[src/pcr_defines.vh]
// constants of the packet capture receiver: register map, fields, timing
// assumes inclusion by bare name from every design file that needs them
`ifndef PCR_DEFINES_VH
`define PCR_DEFINES_VH

// register offsets (byte addresses on the plain register port)
`define PCR_ADDR_W           4
`define PCR_OFS_GLB_CTRL     4'h0
`define PCR_OFS_DEST_BASE    4'h4
`define PCR_OFS_WORD_CNT     4'h8
`define PCR_OFS_PKT_CNT      4'hc

// global_control_register fields
`define PCR_ONOFF_LSB        0
`define PCR_ONOFF_MSB        3
`define PCR_WIDTH_LSB        4
`define PCR_WIDTH_MSB        6
`define PCR_BUSY_BIT         8
`define PCR_OVFL_BIT         9
`define PCR_ONOFF_OFF        4'h5
`define PCR_ONOFF_ON         4'ha
`define PCR_ONOFF_RST        4'h5
`define PCR_WIDTH_RST        3'h0

// port width codes
`define PCR_W1               3'h0
`define PCR_W2               3'h1
`define PCR_W4               3'h2
`define PCR_W8               3'h3
`define PCR_W16              3'h4

// packet and timing figures, in bits, pins and port clock edges
`define PCR_MAX_PKT_BITS     7'h58
`define PCR_TAIL_EDGES       2'h3
`define PCR_WORD_BITS        5'h10
`define PCR_PORT_W           16
`define PCR_MEM_AW           16

`endif

[src/pcr_buf2.v]
// two-entry buffer with valid/ready on both sides, registered outputs
// assumes one clock; the head entry drives the outputs directly
`timescale 1ns/1ns
module pcr_buf2 #(
  parameter W = 32
) (
  // clock and reset
  input  wire         sys_clk,
  input  wire         rst,
  // filling side
  input  wire         in_valid,
  output wire         in_ready,
  input  wire [W-1:0] in_data,
  // draining side
  output reg          out_valid,
  input  wire         out_ready,
  output reg  [W-1:0] out_data
);

  reg         spare_vld_q;
  reg [W-1:0] spare_q;
  wire        push;
  wire        pop;

  // ready only depends on the spare slot, so no combinational path
  assign in_ready = ~spare_vld_q;
  assign push     = in_valid & in_ready;
  assign pop      = out_valid & out_ready;

  always @(posedge sys_clk) begin
    if (rst) begin
      out_valid   <= 1'b0;
      out_data    <= {W{1'b0}};
      spare_vld_q <= 1'b0;
      spare_q     <= {W{1'b0}};
    end else if (!out_valid || pop) begin
      if (spare_vld_q) begin
        out_valid   <= 1'b1;
        out_data    <= spare_q;
        spare_vld_q <= push;
        if (push)
          spare_q <= in_data;
      end else begin
        out_valid <= push;
        if (push)
          out_data <= in_data;
      end
    end else if (push) begin
      spare_vld_q <= 1'b1;
      spare_q     <= in_data;
    end
  end

endmodule // pcr_buf2

[src/pcr_receiver.v]
// packet capture receiver: port sampling, deserialiser, memory writer
// assumes port_clock well below sys_clk/4 and free running during frames
//
// Overview of operation
// - busy rises when packet reception starts
// - busy holds until buffers empty and idle
// - on/off code 0101 switches module off
// - off mid-packet still completes and drains data
// - deserialise packet into buffers, then memory
// - trace packets at most 88 bits
// - width one: 91 port edges per packet
// - width sixteen: 9 port edges per packet
//
// Design decisions made here: the address map and the plain strobed port.
`timescale 1ns/1ns
`include "pcr_defines.vh"
module pcr_receiver (
  // clock and reset
  input  wire        sys_clk,
  input  wire        rst,
  // register port
  input  wire [3:0]  reg_addr,
  input  wire [31:0] reg_wdata,
  input  wire        reg_wr,
  input  wire        reg_rd,
  output reg  [31:0] reg_rdata,
  // external packet port
  input  wire        port_clock,
  input  wire        port_frame,
  input  wire [15:0] port_data,
  // destination memory write path
  output wire        mem_wr_valid,
  input  wire        mem_wr_ready,
  output wire [15:0] mem_wr_addr,
  output wire [15:0] mem_wr_data
);

  localparam [2:0] ST_IDLE = 3'b001;
  localparam [2:0] ST_RECV = 3'b010;
  localparam [2:0] ST_TAIL = 3'b100;

  // synchronised port pins
  wire [17:0] pins_s;
  wire        pclk_s;
  wire        frame_s;
  wire [15:0] data_s;
  reg         pclk_prev_q;
  wire        pedge;

  // registers
  reg  [3:0]  onoff_q;
  reg  [2:0]  width_q;
  reg  [15:0] dest_base_q;
  reg  [15:0] word_cnt_q;
  reg  [15:0] pkt_cnt_q;
  reg         ovfl_q;
  reg         busy_q;
  wire        module_on;

  // deserialiser
  reg  [2:0]  state_q;
  reg  [2:0]  state_d;
  reg  [2:0]  pkt_width_q;
  reg  [15:0] shreg_q;
  reg  [15:0] shreg_d;
  reg  [4:0]  fill_q;
  reg  [4:0]  fill_d;
  reg  [6:0]  bits_q;
  reg  [6:0]  bits_d;
  reg  [4:0]  add_bits;
  reg  [15:0] appended;
  reg  [1:0]  tail_q;
  reg  [1:0]  tail_d;
  reg         word_new;
  reg  [15:0] word_val;
  reg         pkt_done;
  reg         take;

  // hold register in front of the buffer
  reg         hold_vld_q;
  reg  [31:0] hold_q;
  reg  [15:0] cur_addr_q;
  wire        buf_in_ready;
  wire [31:0] buf_out;

  assign module_on = (onoff_q != `PCR_ONOFF_OFF);

  pcr_sync2 #(
    .W (18)
  ) u_sync (
    .sys_clk  (sys_clk),
    .rst      (rst),
    .async_in ({port_clock, port_frame, port_data}),
    .sync_out (pins_s)
  );

  assign pclk_s  = pins_s[17];
  assign frame_s = pins_s[16];
  assign data_s  = pins_s[15:0];
  assign pedge   = pclk_s & ~pclk_prev_q;

  // resets to the pin's idle low level, so reset makes no false edge
  always @(posedge sys_clk) begin
    if (rst)
      pclk_prev_q <= 1'b0;
    else
      pclk_prev_q <= pclk_s;
  end

  // bits taken per port edge, per configured width
  always @* begin
    case (pkt_width_q)
      `PCR_W1: begin
        add_bits = 5'd1;
        appended = {shreg_q[14:0], data_s[0]};
      end
      `PCR_W2: begin
        add_bits = 5'd2;
        appended = {shreg_q[13:0], data_s[1:0]};
      end
      `PCR_W4: begin
        add_bits = 5'd4;
        appended = {shreg_q[11:0], data_s[3:0]};
      end
      `PCR_W8: begin
        add_bits = 5'd8;
        appended = {shreg_q[7:0], data_s[7:0]};
      end
      default: begin
        add_bits = `PCR_WORD_BITS;
        appended = data_s;
      end
    endcase
  end

  // receive state machine, advanced only on port clock edges
  always @* begin
    state_d  = state_q;
    shreg_d  = shreg_q;
    fill_d   = fill_q;
    bits_d   = bits_q;
    tail_d   = tail_q;
    take     = 1'b0;
    word_new = 1'b0;
    word_val = appended;
    pkt_done = 1'b0;
    if (pedge) begin
      case (state_q)
        ST_IDLE: begin
          // new packets only start while switched on; first beat is data
          if (frame_s && module_on) begin
            state_d = ST_RECV;
            take    = 1'b1;
          end
        end
        ST_RECV: begin
          // keeps running when switched off mid-packet
          if (!frame_s) begin
            state_d = ST_TAIL;
            tail_d  = 2'd1;
          end else begin
            take = 1'b1;
          end
        end
        ST_TAIL: begin
          // low-frame edge is tail edge one: 88+3 and 6+3 edges
          if (tail_q == `PCR_TAIL_EDGES - 2'd1) begin
            state_d  = ST_IDLE;
            pkt_done = 1'b1;
            if (fill_q != 5'd0) begin
              word_new = 1'b1;
              word_val = shreg_q;
            end
            // idle holds a clean slate, the next start shifts at once
            shreg_d = 16'h0000;
            fill_d  = 5'd0;
            bits_d  = 7'd0;
            tail_d  = 2'd0;
          end else begin
            tail_d = tail_q + 2'd1;
          end
        end
        default: begin
          state_d = ST_IDLE;
        end
      endcase
      // one shift step per data beat; beats past the limit are dropped
      if (take && bits_q < `PCR_MAX_PKT_BITS) begin
        bits_d = bits_q + {2'b00, add_bits};
        if (fill_q + add_bits >= `PCR_WORD_BITS) begin
          word_new = 1'b1;
          word_val = appended;
          fill_d   = 5'd0;
          shreg_d  = 16'h0000;
        end else begin
          fill_d  = fill_q + add_bits;
          shreg_d = appended;
        end
      end
    end
  end

  always @(posedge sys_clk) begin
    if (rst) begin
      state_q     <= ST_IDLE;
      pkt_width_q <= `PCR_WIDTH_RST;
      shreg_q     <= 16'h0000;
      fill_q      <= 5'd0;
      bits_q      <= 7'd0;
      tail_q      <= 2'd0;
    end else begin
      state_q <= state_d;
      shreg_q <= shreg_d;
      fill_q  <= fill_d;
      bits_q  <= bits_d;
      tail_q  <= tail_d;
      // width frozen per packet so a reconfigure cannot split a word
      if (state_q == ST_IDLE)
        pkt_width_q <= width_q;
    end
  end

  // hold register: one word of slack ahead of the two-entry buffer
  always @(posedge sys_clk) begin
    if (rst) begin
      hold_vld_q <= 1'b0;
      hold_q     <= 32'h00000000;
    end else if (word_new) begin
      hold_vld_q <= 1'b1;
      hold_q     <= {cur_addr_q, word_val};
    end else if (buf_in_ready) begin
      hold_vld_q <= 1'b0;
    end
  end

  pcr_buf2 #(
    .W (32)
  ) u_buf (
    .sys_clk   (sys_clk),
    .rst       (rst),
    .in_valid  (hold_vld_q),
    .in_ready  (buf_in_ready),
    .in_data   (hold_q),
    .out_valid (mem_wr_valid),
    .out_ready (mem_wr_ready),
    .out_data  (buf_out)
  );

  assign mem_wr_addr = buf_out[31:16];
  assign mem_wr_data = buf_out[15:0];

  // busy covers reception, hold slot and both buffer entries
  always @(posedge sys_clk) begin
    if (rst)
      busy_q <= 1'b0;
    else
      busy_q <= (state_q != ST_IDLE) | hold_vld_q | mem_wr_valid
                | word_new;
  end

  // register writes
  always @(posedge sys_clk) begin
    if (rst) begin
      onoff_q     <= `PCR_ONOFF_RST;
      width_q     <= `PCR_WIDTH_RST;
      dest_base_q <= 16'h0000;
      cur_addr_q  <= 16'h0000;
      word_cnt_q  <= 16'h0000;
      pkt_cnt_q   <= 16'h0000;
      ovfl_q      <= 1'b0;
    end else begin
      if (reg_wr && reg_addr == `PCR_OFS_GLB_CTRL) begin
        // busy bit position is ignored on write
        onoff_q <= reg_wdata[`PCR_ONOFF_MSB:`PCR_ONOFF_LSB];
        width_q <= reg_wdata[`PCR_WIDTH_MSB:`PCR_WIDTH_LSB];
      end
      if (reg_wr && reg_addr == `PCR_OFS_DEST_BASE)
        dest_base_q <= reg_wdata[15:0];
      // new base also restarts the write pointer; a word made now wins
      if (word_new)
        cur_addr_q <= cur_addr_q + 16'h0001;
      else if (reg_wr && reg_addr == `PCR_OFS_DEST_BASE)
        cur_addr_q <= reg_wdata[15:0];
      if (word_new)
        word_cnt_q <= word_cnt_q + 16'h0001;
      if (pkt_done)
        pkt_cnt_q <= pkt_cnt_q + 16'h0001;
      // a word lost to a full hold slot; set wins over the clear
      if (word_new && hold_vld_q && !buf_in_ready)
        ovfl_q <= 1'b1;
      else if (reg_wr && reg_addr == `PCR_OFS_GLB_CTRL &&
               reg_wdata[`PCR_OVFL_BIT])
        ovfl_q <= 1'b0;
    end
  end

  // register reads, data valid the cycle after the strobe
  always @(posedge sys_clk) begin
    if (rst) begin
      reg_rdata <= 32'h00000000;
    end else if (reg_rd) begin
      case (reg_addr)
        `PCR_OFS_GLB_CTRL:
          reg_rdata <= {22'h000000, ovfl_q, busy_q, 1'b0, width_q,
                        onoff_q};
        `PCR_OFS_DEST_BASE:
          reg_rdata <= {16'h0000, dest_base_q};
        `PCR_OFS_WORD_CNT:
          reg_rdata <= {16'h0000, word_cnt_q};
        `PCR_OFS_PKT_CNT:
          reg_rdata <= {16'h0000, pkt_cnt_q};
        default:
          reg_rdata <= 32'h00000000;
      endcase
    end else begin
      reg_rdata <= 32'h00000000;
    end
  end

endmodule // pcr_receiver

[src/pcr_sync2.v]
// two flip-flop synchroniser for a bundle of asynchronous inputs
// assumes each bit is a slow level or a clock far below sys_clk
`timescale 1ns/1ns
module pcr_sync2 #(
  parameter W = 18
) (
  // clock and reset
  input  wire         sys_clk,
  input  wire         rst,
  // asynchronous in, synchronised out
  input  wire [W-1:0] async_in,
  output reg  [W-1:0] sync_out
);

  reg [W-1:0] meta_q;

  // first stage feeds only the second stage
  always @(posedge sys_clk) begin
    if (rst) begin
      meta_q   <= {W{1'b0}};
      sync_out <= {W{1'b0}};
    end else begin
      meta_q   <= async_in;
      sync_out <= meta_q;
    end
  end

endmodule // pcr_sync2

[config.mk]
export PLATFORM = sky130hd
export DESIGN_NAME = pcr_receiver
export DESIGN_NICKNAME = d
export VERILOG_FILES = /design/src/pcr_buf2.v /design/src/pcr_receiver.v /design/src/pcr_sync2.v
export VERILOG_INCLUDE_DIRS = /design/src /design/src/src
export SDC_FILE = /design/constraint.sdc
export NUM_CORES = 1
export LEC_CHECK = 0
export BUFFER_PORTS_ARGS = -buffer_cell sky130_fd_sc_hd__buf_2
export CORE_ASPECT_RATIO = 1.4
export CORE_MARGIN = 4
export CORE_UTILIZATION = 25
export CTS_BUF_LIST = sky130_fd_sc_hd__clkbuf_8 sky130_fd_sc_hd__clkbuf_16
export DETAILED_ROUTE_END_ITERATION = 16
export PLACE_DENSITY = 0.4
export RECOVER_POWER = 100
export SETUP_SLACK_MARGIN = 0.3
export SLEW_MARGIN = 20
export SYNTH_ARGS = -nofsm -noshare
export SYNTH_HDL_FRONTEND = slang
export SYNTH_HIERARCHICAL = 1
export SYNTH_SLANG_ARGS = --single-unit
[constraint.sdc]
create_clock -name sys_clk -period 3.3 [get_ports sys_clk]
set_input_delay 0.495 -clock sys_clk [delete_from_list [all_inputs] [get_ports sys_clk]]
set_output_delay 0.495 -clock sys_clk [all_outputs]
set_load 0.05 [all_outputs]
==> results of run 1 <==
path summary, 6_finish.rpt:
path / from / endpoint / slack, ns
min reg2reg: u_sync/meta_q[14] / u_sync/sync_out[14] / 0.44
max reg2reg: pkt_width_q[1] / cur_addr_q[2] / 0.35
min: port_data[13] / u_sync/meta_q[13] / 0.15
max: pkt_width_q[1] / cur_addr_q[2] / 0.35
placed cells by master (no fill, tap or decap), types with 4 or more instances in the layout:
cell type,synthesis,layout
nor2_1,92,91
a32oi_1,4,4
ha_1,11,9
and2_1,7,6
and3_1,12,11
or3_1,17,17
mux2i_1,50,50
bufinv_16,0,5
xnor2_1,24,24
a221o_1,5,5
clkbuf_1,67,51
clkinvlp_4,0,4
mux4_2,8,8
a211oi_2,30,4
nand4_1,5,5
o22ai_1,5,5
buf_4,16,30
nor3_1,13,13
a31oi_1,11,11
clkbuf_8,0,4
nor2b_1,37,37
or4_1,5,5
clkbuf_16,0,29
o21ai_0,16,16
and2b_2,6,6
xor2_1,13,13
o211ai_1,10,10
buf_2,15,42
a22oi_1,40,40
conb_1,1,16
nand2b_1,4,4
nand3_1,24,24
a2111oi_0,5,4
dfxtp_1,261,259
a211oi_1,9,35
a21oi_1,170,170
nand3b_1,11,11
inv_1,18,23
nand2_1,218,218
cells by family after synthesis:
family / count (synthesis) / share of synthesized area [%]
multiplexers: 59 / 6.06
XOR/XNOR: 37 / 2.84
AND/OR/NAND/NOR: 471 / 19.4
buffers and inverters: 131 / 5.59
flip-flops: 261 / 45.7
AO/OA/AOI/OAI: 326 / 18.8
adder cells (fa/ha/maj): 14 / 1.47
other: 1 / 0.0328
flip-flops by register name, indices dropped and copies added (netlist names):
signal / flops
u_sync/meta_q: 18
cur_addr_q: 16
u_buf/out_valid: 1
u_buf/out_data: 32
pclk_prev_q: 1
dest_base_q: 16
reg_rdata: 16
width_q: 3
hold_q: 32
state_q: 3
pkt_cnt_q: 16
shreg_q: 16
tail_q: 2
u_buf/spare_q: 32
hold_vld_q: 1
onoff_q: 4
bits_q: 7
ovfl_q: 1
u_sync/sync_out: 18
word_cnt_q: 16
busy_q: 1
pkt_width_q: 3
u_buf/spare_vld_q: 1
fill_q: 5
layer usage:
metal	share of wire [%]	wire [um]	GRT usage, %
met5	0.062	20	0
met4	2.3	752	3.83
met3	4.0	1290	1.97
met2	48	15700	22.1
met1	45	14700	16.6
critical path, delay by kind of cell (launching register included):
family / cells / cell delay, ns
flops: 1 / 0.35
fa+ha+maj: 2 / 0.29
buf+inv: 1 / 0.20
simple gates: 4 / 0.85
mux: 1 / 0.38
compound gates: 4 / 0.65
report_power, final:
group	internal, mW	total, mW	switching (mW)	leakage [nW]
logic	0.0529	0.200	0.147	1.75
registers	3.18	3.19	0.0153	2.11
clock network	2.08	3.45	1.37	0.504
stage by stage:
stage	power, mW	hold WS, ns	area [um^2]
final	6.84	0.152	13400
after global routing	7.11	0.140	13400
after CTS	6.99	0.127	13500
after detailed placement	3.47	0.425	12500
after global placement	3.47	0.432	12500
after floorplan	3.41	0.414	11500
layout make-up:
class | instances | area, um^2
Clock inverter | 19 | 235
Multi-Input combinational cell | 925 | 5590
Inverter | 18 | 67.6
Tap cell | 611 | 764
Clock buffer | 33 | 781
Sequential cell | 261 | 5230
Fill cell | 4874 | 31800
Timing Repair Buffer | 129 | 688
what timing repair did:
item	in CTS	in global routing
resized for setup	2	14
hold buffers	0	0
pin swaps	2	1
hold endpoints to repair	0	0
setup endpoints to repair	33	10
gates cloned	2	0
setup buffers	2	4
==> results.json, run 1 <==
{
  "first_iter_violations": 563,
  "numPortBuffers": 91,
  "ys.flop_type": "dfxtp_1",
  "htreeDepth": 1,
  "ir_drop_mv": 0.354,
  "coreArea_um2": 45100,
  "path_cells": "or2_2 -> nor2_4 -> ha_4 -> ha_4 -> nand3b_1 -> a41oi_2 -> o31a_1 -> mux2_4 -> buf_4 -> and3_2 -> a22oi_1 -> a31oi_1",
  "worst_path_most_repeated_cell": "ha_4",
  "hpwl_um": 21600,
  "yosysTopAreaCell": "dfxtp_1",
  "async_flop_share_pct": 0,
  "antenna_found_initial": 1,
  "start_util_pct": 25.3,
  "hold_viol_final": 0,
  "rsz0062_at_grt": "true",
  "syn_area_per_cell_um2": 8.79,
  "dp.cells": 1936,
  "worst-setup-path-type": "register to register",
  "syn_area_um2": 11400,
  "cp_slowest_cell": "mux2_4",
  "worstPathMaxFanout": 11,
  "setup_slack_ns": 0.351,
  "pre_cts_slack_ns": 0.0488,
  "leakagePower_nw": 4.36,
  "wl_per_cell_um": 16.2,
  "antenna_cells": 0,
  "numCtsBuffers": 29,
  "ys_seq_area_share_pct": 45.7,
  "finalSetupTns_ns": 0,
  "cts_tree": "done",
  "min_period_ns": 2.95,
  "antenna_left": 0,
  "synth_most_common_cell": "dfxtp_1",
  "viasPerCell": 4.61,
  "drc": 0,
  "hold_class": "input port to register",
  "setup.worst_path.start_class": "register",
  "final_util_pct": 29.6,
  "synth.top_cell.area_share_pct": 45.7,
  "ys_warn_count": 6,
  "cap_violations": 1,
  "gp_congestion": 0.765,
  "die_area_um2": 49200,
  "outcome": "finished, violations left",
  "grt_usage_pct": 12.8,
  "first_global_vias": 9072,
  "clock-root-buffer": "clkbuf_16",
  "ios": 124,
  "drtPass1Iterations": 5,
  "die_h_um": 261,
  "relSlewSlack_pct": -39.3,
  "drive_above_1_share_pct": 11.8,
  "ys_top_cells_by_count": "dfxtp_1, nand2_1, a21oi_1",
  "skew_ns": 0.0105,
  "die_x_um": 189,
  "cp_slowest_stage_delay_ns": 0.38,
  "synth_area_leaders": "dfxtp_1, a21oi_1, nand2_1",
  "endpoint_kind": "register",
  "clk_pin_slew_ns": 0.06,
  "overflow": 0,
  "hold_path_depth": 2,
  "yosys_register_bits": 261,
  "worstMarginPinSlew_ns": 2.09,
  "grt_max_degree": 118,
  "clk_latency_ns": 0.55,
  "dr_total_vias": 9192,
  "rows": 92,
  "final_nets": 1434,
  "setup_viol": 0,
  "rr_worst_depth": 12,
  "post-route-period-util_pct": 89.4,
  "area_delta_synth_final_pct": 16.9,
  "violations": "capacitance limit, slew limit",
  "ys_types": 67,
  "cts.sinks": 261,
  "clockBufferDepth": 3,
  "maxSlewViolCount": 39,
  "cp.arrival_ns": 3.28,
  "required_ns": 3.63,
  "synth_edf_count": 0,
  "powerDensity_nw_per_um2": 513,
  "drt_wl_total_um": 32400,
  "syn_inst": 1300,
  "stdcell_count": 1996,
  "fmax_ghz": 0.339,
  "grt_first_pass_wirelength_um": 51800
}
(Power assumes the default switching activity.)
==> run 2, diff against run 1 <==
--- a/config.mk
+++ b/config.mk
@@ -10,10 +10,10 @@
 export CORE_ASPECT_RATIO = 1.4
 export CORE_MARGIN = 4
 export CORE_UTILIZATION = 25
-export CTS_BUF_LIST = sky130_fd_sc_hd__clkbuf_8 sky130_fd_sc_hd__clkbuf_16
+export CTS_BUF_LIST = sky130_fd_sc_hd__clkbuf_4 sky130_fd_sc_hd__clkbuf_8
 export DETAILED_ROUTE_END_ITERATION = 16
 export PLACE_DENSITY = 0.4
-export RECOVER_POWER = 100
+export RECOVER_POWER = 50
 export SETUP_SLACK_MARGIN = 0.3
 export SLEW_MARGIN = 20
 export SYNTH_ARGS = -nofsm -noshare
==> run 2 against run 1 <==
Effect of this change:
- clock power decreased by 6.7%
- largest power group unchanged
- first-iteration DRC count decreased by 0.53%
- clock skew increased by 0.012 ns
- clock-buffer cell count increased by 46
- combinational power increased by 2%
- sequential power about the same
- maximum frequency decreased by 0.60%
- routed wire length increased by 1.5%
- the flow still finishes with violations (capacitance limit, slew limit)
- critical path depth decreased by 1
- non-clock buffer count decreased by 1
==> results.json, run 2 (same netlist as run 1, synthesis figures left out) <==
{
  "maxSlewViolCount": 39,
  "relSlewSlack_pct": -41.2,
  "drc": 0,
  "grt_first_pass_wirelength_um": 52100,
  "fmax_ghz": 0.337,
  "power.internal_mw": 5.11,
  "gp_congestion": 0.765,
  "post-route-period-util_pct": 89.9,
  "rows": 92,
  "p_sw_share_pct": 22.7,
  "start_util_pct": 25.3,
  "p_clk_share_pct": 48.7,
  "clk_latency_ns": 0.58,
  "viasPerCell": 4.60,
  "min-delay-start": "port_data[13]",
  "final_nets": 1451,
  "final_util_pct": 30.0,
  "drt_wl_total_um": 32900,
  "die_area_um2": 49200,
  "ios": 124,
  "endpoint_kind": "register",
  "cts.sinks": 261,
  "outcome": "finished, violations left",
  "numCtsBuffers": 46,
  "setup_viol": 0,
  "skew_ns": 0.0222,
  "hpwl_um": 21600,
  "finalSetupTns_ns": 0,
  "first_global_vias": 9212,
  "htreeDepth": 2,
  "violations": "capacitance limit, slew limit",
  "rsz0062_at_grt": "true",
  "power_frac_seq_pct": 48.3,
  "pwr-share-comb_pct": 3.1,
  "worst-setup-path-type": "register to register",
  "min_period_ns": 2.97,
  "largestRegisters": "hold_q (32), u_buf/out_data (32), u_buf/spare_q (32)",
  "r2r-start": "pkt_width_q[0]",
  "coreArea_um2": 45100,
  "hold_viol_final": 0,
  "first_iter_violations": 560,
  "dp.cells": 1936,
  "clk_pin_slew_ns": 0.06,
  "pre_cts_slack_ns": 0.0488,
  "dr_total_vias": 9327,
  "place_area_um2": 12500,
  "setup_slack_ns": 0.333,
  "numPortBuffers": 91,
  "die_x_um": 189,
  "cts_tree": "done",
  "postCtsHoldBufs": 0,
  "grt_max_degree": 118,
  "setup.worst_path.start_class": "register",
  "clock-root-buffer": "clkbuf_8",
  "design_area_um2": 13500,
  "antenna_left": 0,
  "worstMarginPinSlew_ns": 2.12,
  "antenna_found_initial": 2,
  "drive_above_1_share_pct": 16.4,
  "drtPass1Iterations": 5,
  "leakagePower_nw": 4.43,
  "total_power_mw": 6.62,
  "final_cell_mix": "dfxtp_1, nand2_1, a21oi_1, nor2_1, clkbuf_8",
  "ir_drop_mv": 0.250,
  "wl_per_cell_um": 16.2,
  "clockBufferDepth": 3,
  "grt_usage_pct": 13.0,
  "hold_class": "input port to register",
  "required_ns": 3.64,
  "worstPathMaxFanout": 13,
  "hold_slack_ns": 0.141,
  "overflow": 0,
  "cp-startpoint": "pkt_width_q[0]",
  "switching_power_mw": 1.51,
  "cp.arrival_ns": 3.31,
  "die_h_um": 261,
  "powerDensity_nw_per_um2": 489,
  "seqCellArea_um2": 5240,
  "fill_cells": 4880,
  "multi_input_area_um2": 5760,
  "stdcell_count": 2028,
  "cap_violations": 1,
  "area_delta_synth_final_pct": 18.5,
  "final_common_cell": "dfxtp_1"
}
==> run 2: final cells by class <==
type | instances | share of cell area (%)
clock buffer | 79 | 7.34
sequential | 261 | 38.7
inverter | 18 | 0.499
antenna | 1 | 0.0185
timing repair buffer | 128 | 5.11
multi-input combinational | 926 | 42.5
tap | 611 | 5.65
clock inverter | 4 | 0.148
==> run 2: final timing paths <==
kind,endpoint,slack [ns],cells after the start
worst max-delay path,hold_q[29],0.33,11
worst min-delay path,u_sync/meta_q[13],0.14,2
worst max register to register,hold_q[29],0.33,11
worst min register to register,u_sync/sync_out[11],0.44,1
==> run 2: critical path, cell delays in order, from the launching register on <==
cell and delay, ns:
dfxtp_4 0.38, nor3b_4 0.24, xor2_2 0.12, ha_4 0.19
and3_1 0.17, o21ai_0 0.17, o31a_1 0.32, buf_4 0.21
mux2_2 0.47, and2_2 0.33, nand2_1 0.10, a21oi_1 0.06
==> run 2: metal layers <==
metal | share of wire, % | global-route usage [%] | up-vias
met4 | 3.0 | 4.41 | 2
li1 | - | - | 4675
met5 | 0.061 | 0 | -
met3 | 4.4 | 2.44 | 58
met1 | 45 | 16.3 | 4387
met2 | 48 | 22.3 | 205
==> run 2: repair_timing <==
item                                   4_1_cts  5_1_grt
gates resized for setup                      2       21
pin swaps                                    2        3
buffers inserted                             2        3
setup endpoints to repair                   31       13
gates cloned                                 2        1
endpoints found under the hold margin        0        0
==> run 2: power groups by stage <==
stage	sequential, mW	clock, mW	combinational [mW]
floorplan	3.26	0	0.149
global placement	3.26	0	0.208
detailed placement	3.26	0	0.209
CTS	3.20	3.37	0.209
global route	3.19	3.49	0.223
finish	3.19	3.22	0.204
==> run 3, diff against run 2 <==
--- a/config.mk
+++ b/config.mk
@@ -12,6 +12,7 @@
 export CORE_UTILIZATION = 25
 export CTS_BUF_LIST = sky130_fd_sc_hd__clkbuf_4 sky130_fd_sc_hd__clkbuf_8
 export DETAILED_ROUTE_END_ITERATION = 16
+export MAX_ROUTING_LAYER = met4
 export PLACE_DENSITY = 0.4
 export RECOVER_POWER = 50
 export SETUP_SLACK_MARGIN = 0.3
==> run 3 against run 2 <==
Effect of this change:
- highest routed layer is now met4
- clock-buffer cell count unchanged
- final cell count is essentially flat
- the flow still finishes with violations (capacitance limit, slew limit)
- die area unchanged
==> results.json, run 3 (same netlist as run 1, synthesis figures left out) <==
{
  "multi_input_area_um2": 5760,
  "hold_viol_final": 0,
  "skew_ns": 0.0249,
  "wl_per_cell_um": 16.2,
  "ios": 124,
  "die_h_um": 261,
  "clk_pin_slew_ns": 0.06,
  "numCtsBuffers": 46,
  "reg2reg_slack_ns": 0.35,
  "min_period_ns": 2.95,
  "coreArea_um2": 45100,
  "dp.cells": 1936,
  "numPortBuffers": 91,
  "cts.sinks": 261,
  "ir_drop_mv": 0.252,
  "start_util_pct": 25.3,
  "switching_power_mw": 1.51,
  "final_common_cell": "dfxtp_1",
  "antenna_left": 0,
  "post-route-period-util_pct": 89.5,
  "worstPathMaxFanout": 7,
  "worstMarginPinSlew_ns": 2.10,
  "hold_class": "input port to register",
  "pwr-share-comb_pct": 3.1,
  "largestRegisters": "hold_q (32), u_buf/out_data (32), u_buf/spare_q (32)",
  "cap_violations": 1,
  "maxSlewViolCount": 39,
  "clk_latency_ns": 0.58,
  "violations": "capacitance limit, slew limit",
  "first_iter_violations": 562,
  "clockBufferDepth": 3,
  "die_area_um2": 49200,
  "seqCellArea_um2": 5240,
  "cts_tree": "done",
  "leakagePower_nw": 4.43,
  "drt_wl_total_um": 32900,
  "overflow": 0,
  "relSlewSlack_pct": -39.9,
  "p_clk_share_pct": 48.7,
  "clock-root-buffer": "clkbuf_8",
  "area_delta_synth_final_pct": 18.5,
  "hpwl_um": 21600,
  "antenna_found_initial": 2,
  "endpoint_kind": "register",
  "drtPass1Iterations": 5,
  "fill_cells": 4879,
  "outcome": "finished, violations left",
  "power_frac_seq_pct": 48.2,
  "gp_congestion": 0.775,
  "required_ns": 3.76,
  "final_nets": 1451,
  "final_cell_mix": "dfxtp_1, nand2_1, a21oi_1, nor2_1, clkbuf_8",
  "finalSetupTns_ns": 0,
  "fmax_ghz": 0.338,
  "setup.worst_path.start_class": "register",
  "p_sw_share_pct": 22.8,
  "postCtsHoldBufs": 0,
  "htreeDepth": 2,
  "powerDensity_nw_per_um2": 490,
  "viasPerCell": 4.57,
  "rows": 92,
  "rsz0062_at_grt": "true",
  "drive_above_1_share_pct": 16.4,
  "cp.arrival_ns": 3.41,
  "power.internal_mw": 5.11,
  "die_x_um": 189,
  "drc": 0,
  "grt_usage_pct": 13.3,
  "stdcell_count": 2029,
  "first_global_vias": 9224,
  "grt_max_degree": 118,
  "worst-setup-path-type": "register to register",
  "hold_slack_ns": 0.142,
  "dr_total_vias": 9268,
  "grt_first_pass_wirelength_um": 52100,
  "setup_viol": 0
}
[run 3: per-layer routing]
metal,wire length [um],part of all wire (%),track usage (%)
met1,14700,45,16.3
met2,15800,48,22.3
met3,1450,4.4,2.39
met4,999,3.0,4.41
met5,0,0,-
[run 3: critical path: stages, from the launching register on]
cell and delay (ns):
dfxtp_4 0.37, or2_4 0.25, nor2_4 0.11, ha_4 0.15, ha_4 0.14, nand3b_1 0.09
a41oi_2 0.15, o31a_1 0.30, mux2_4 0.40, and2_4 0.21, or4_1 0.51, a31oi_1 0.17
[run 3: cell type report]
type / count / area share (%)
Timing Repair Buffer: 128 / 5.11
Tap cell: 611 / 5.65
Clock buffer: 79 / 7.34
Multi-Input combinational cell: 926 / 42.5
Inverter: 18 / 0.499
Clock inverter: 4 / 0.148
Antenna cell: 2 / 0.0370
Sequential cell: 261 / 38.7
[run 3: final timing paths]
| path | startpoint | end | cells after the start |
|---|---|---|---|
| worst max-delay path | pkt_width_q[2] | cur_addr_q[14] | 11 |
| worst min-delay path | port_data[13] | u_sync/meta_q[13] | 2 |
| worst max register to register | pkt_width_q[2] | cur_addr_q[14] | 11 |
| worst min register to register | u_sync/meta_q[11] | u_sync/sync_out[11] | 1 |
[run 3: per-stage QoR]
stage	cell area, um^2	util, %	power, mW	setup slack [ns]
after floorplan	11500	-	3.41	0.309
after global placement	12500	27.6	3.47	0.0978
after detailed placement	12500	27.6	3.47	0.0488
after CTS	13500	29.9	6.78	0.329
after global routing	13500	30.0	6.91	0.151
final	13500	30.0	6.63	0.345
[run 3: timing repair]
| action | CTS | global route |
|---|---|---|
| buffers inserted | 2 | 3 |
| endpoints found under the setup margin | 31 | 13 |
| gates cloned | 2 | 1 |
| gates resized for setup | 2 | 21 |
| pin swaps | 2 | 3 |
[run 3: power groups by stage]
stage,Combinational [mW],Clock [mW],Sequential (mW)
after floorplan,0.149,0,3.26
after global placement,0.208,0,3.26
after detailed placement,0.209,0,3.26
after CTS,0.209,3.37,3.20
after global routing,0.223,3.49,3.19
final,0.203,3.23,3.19
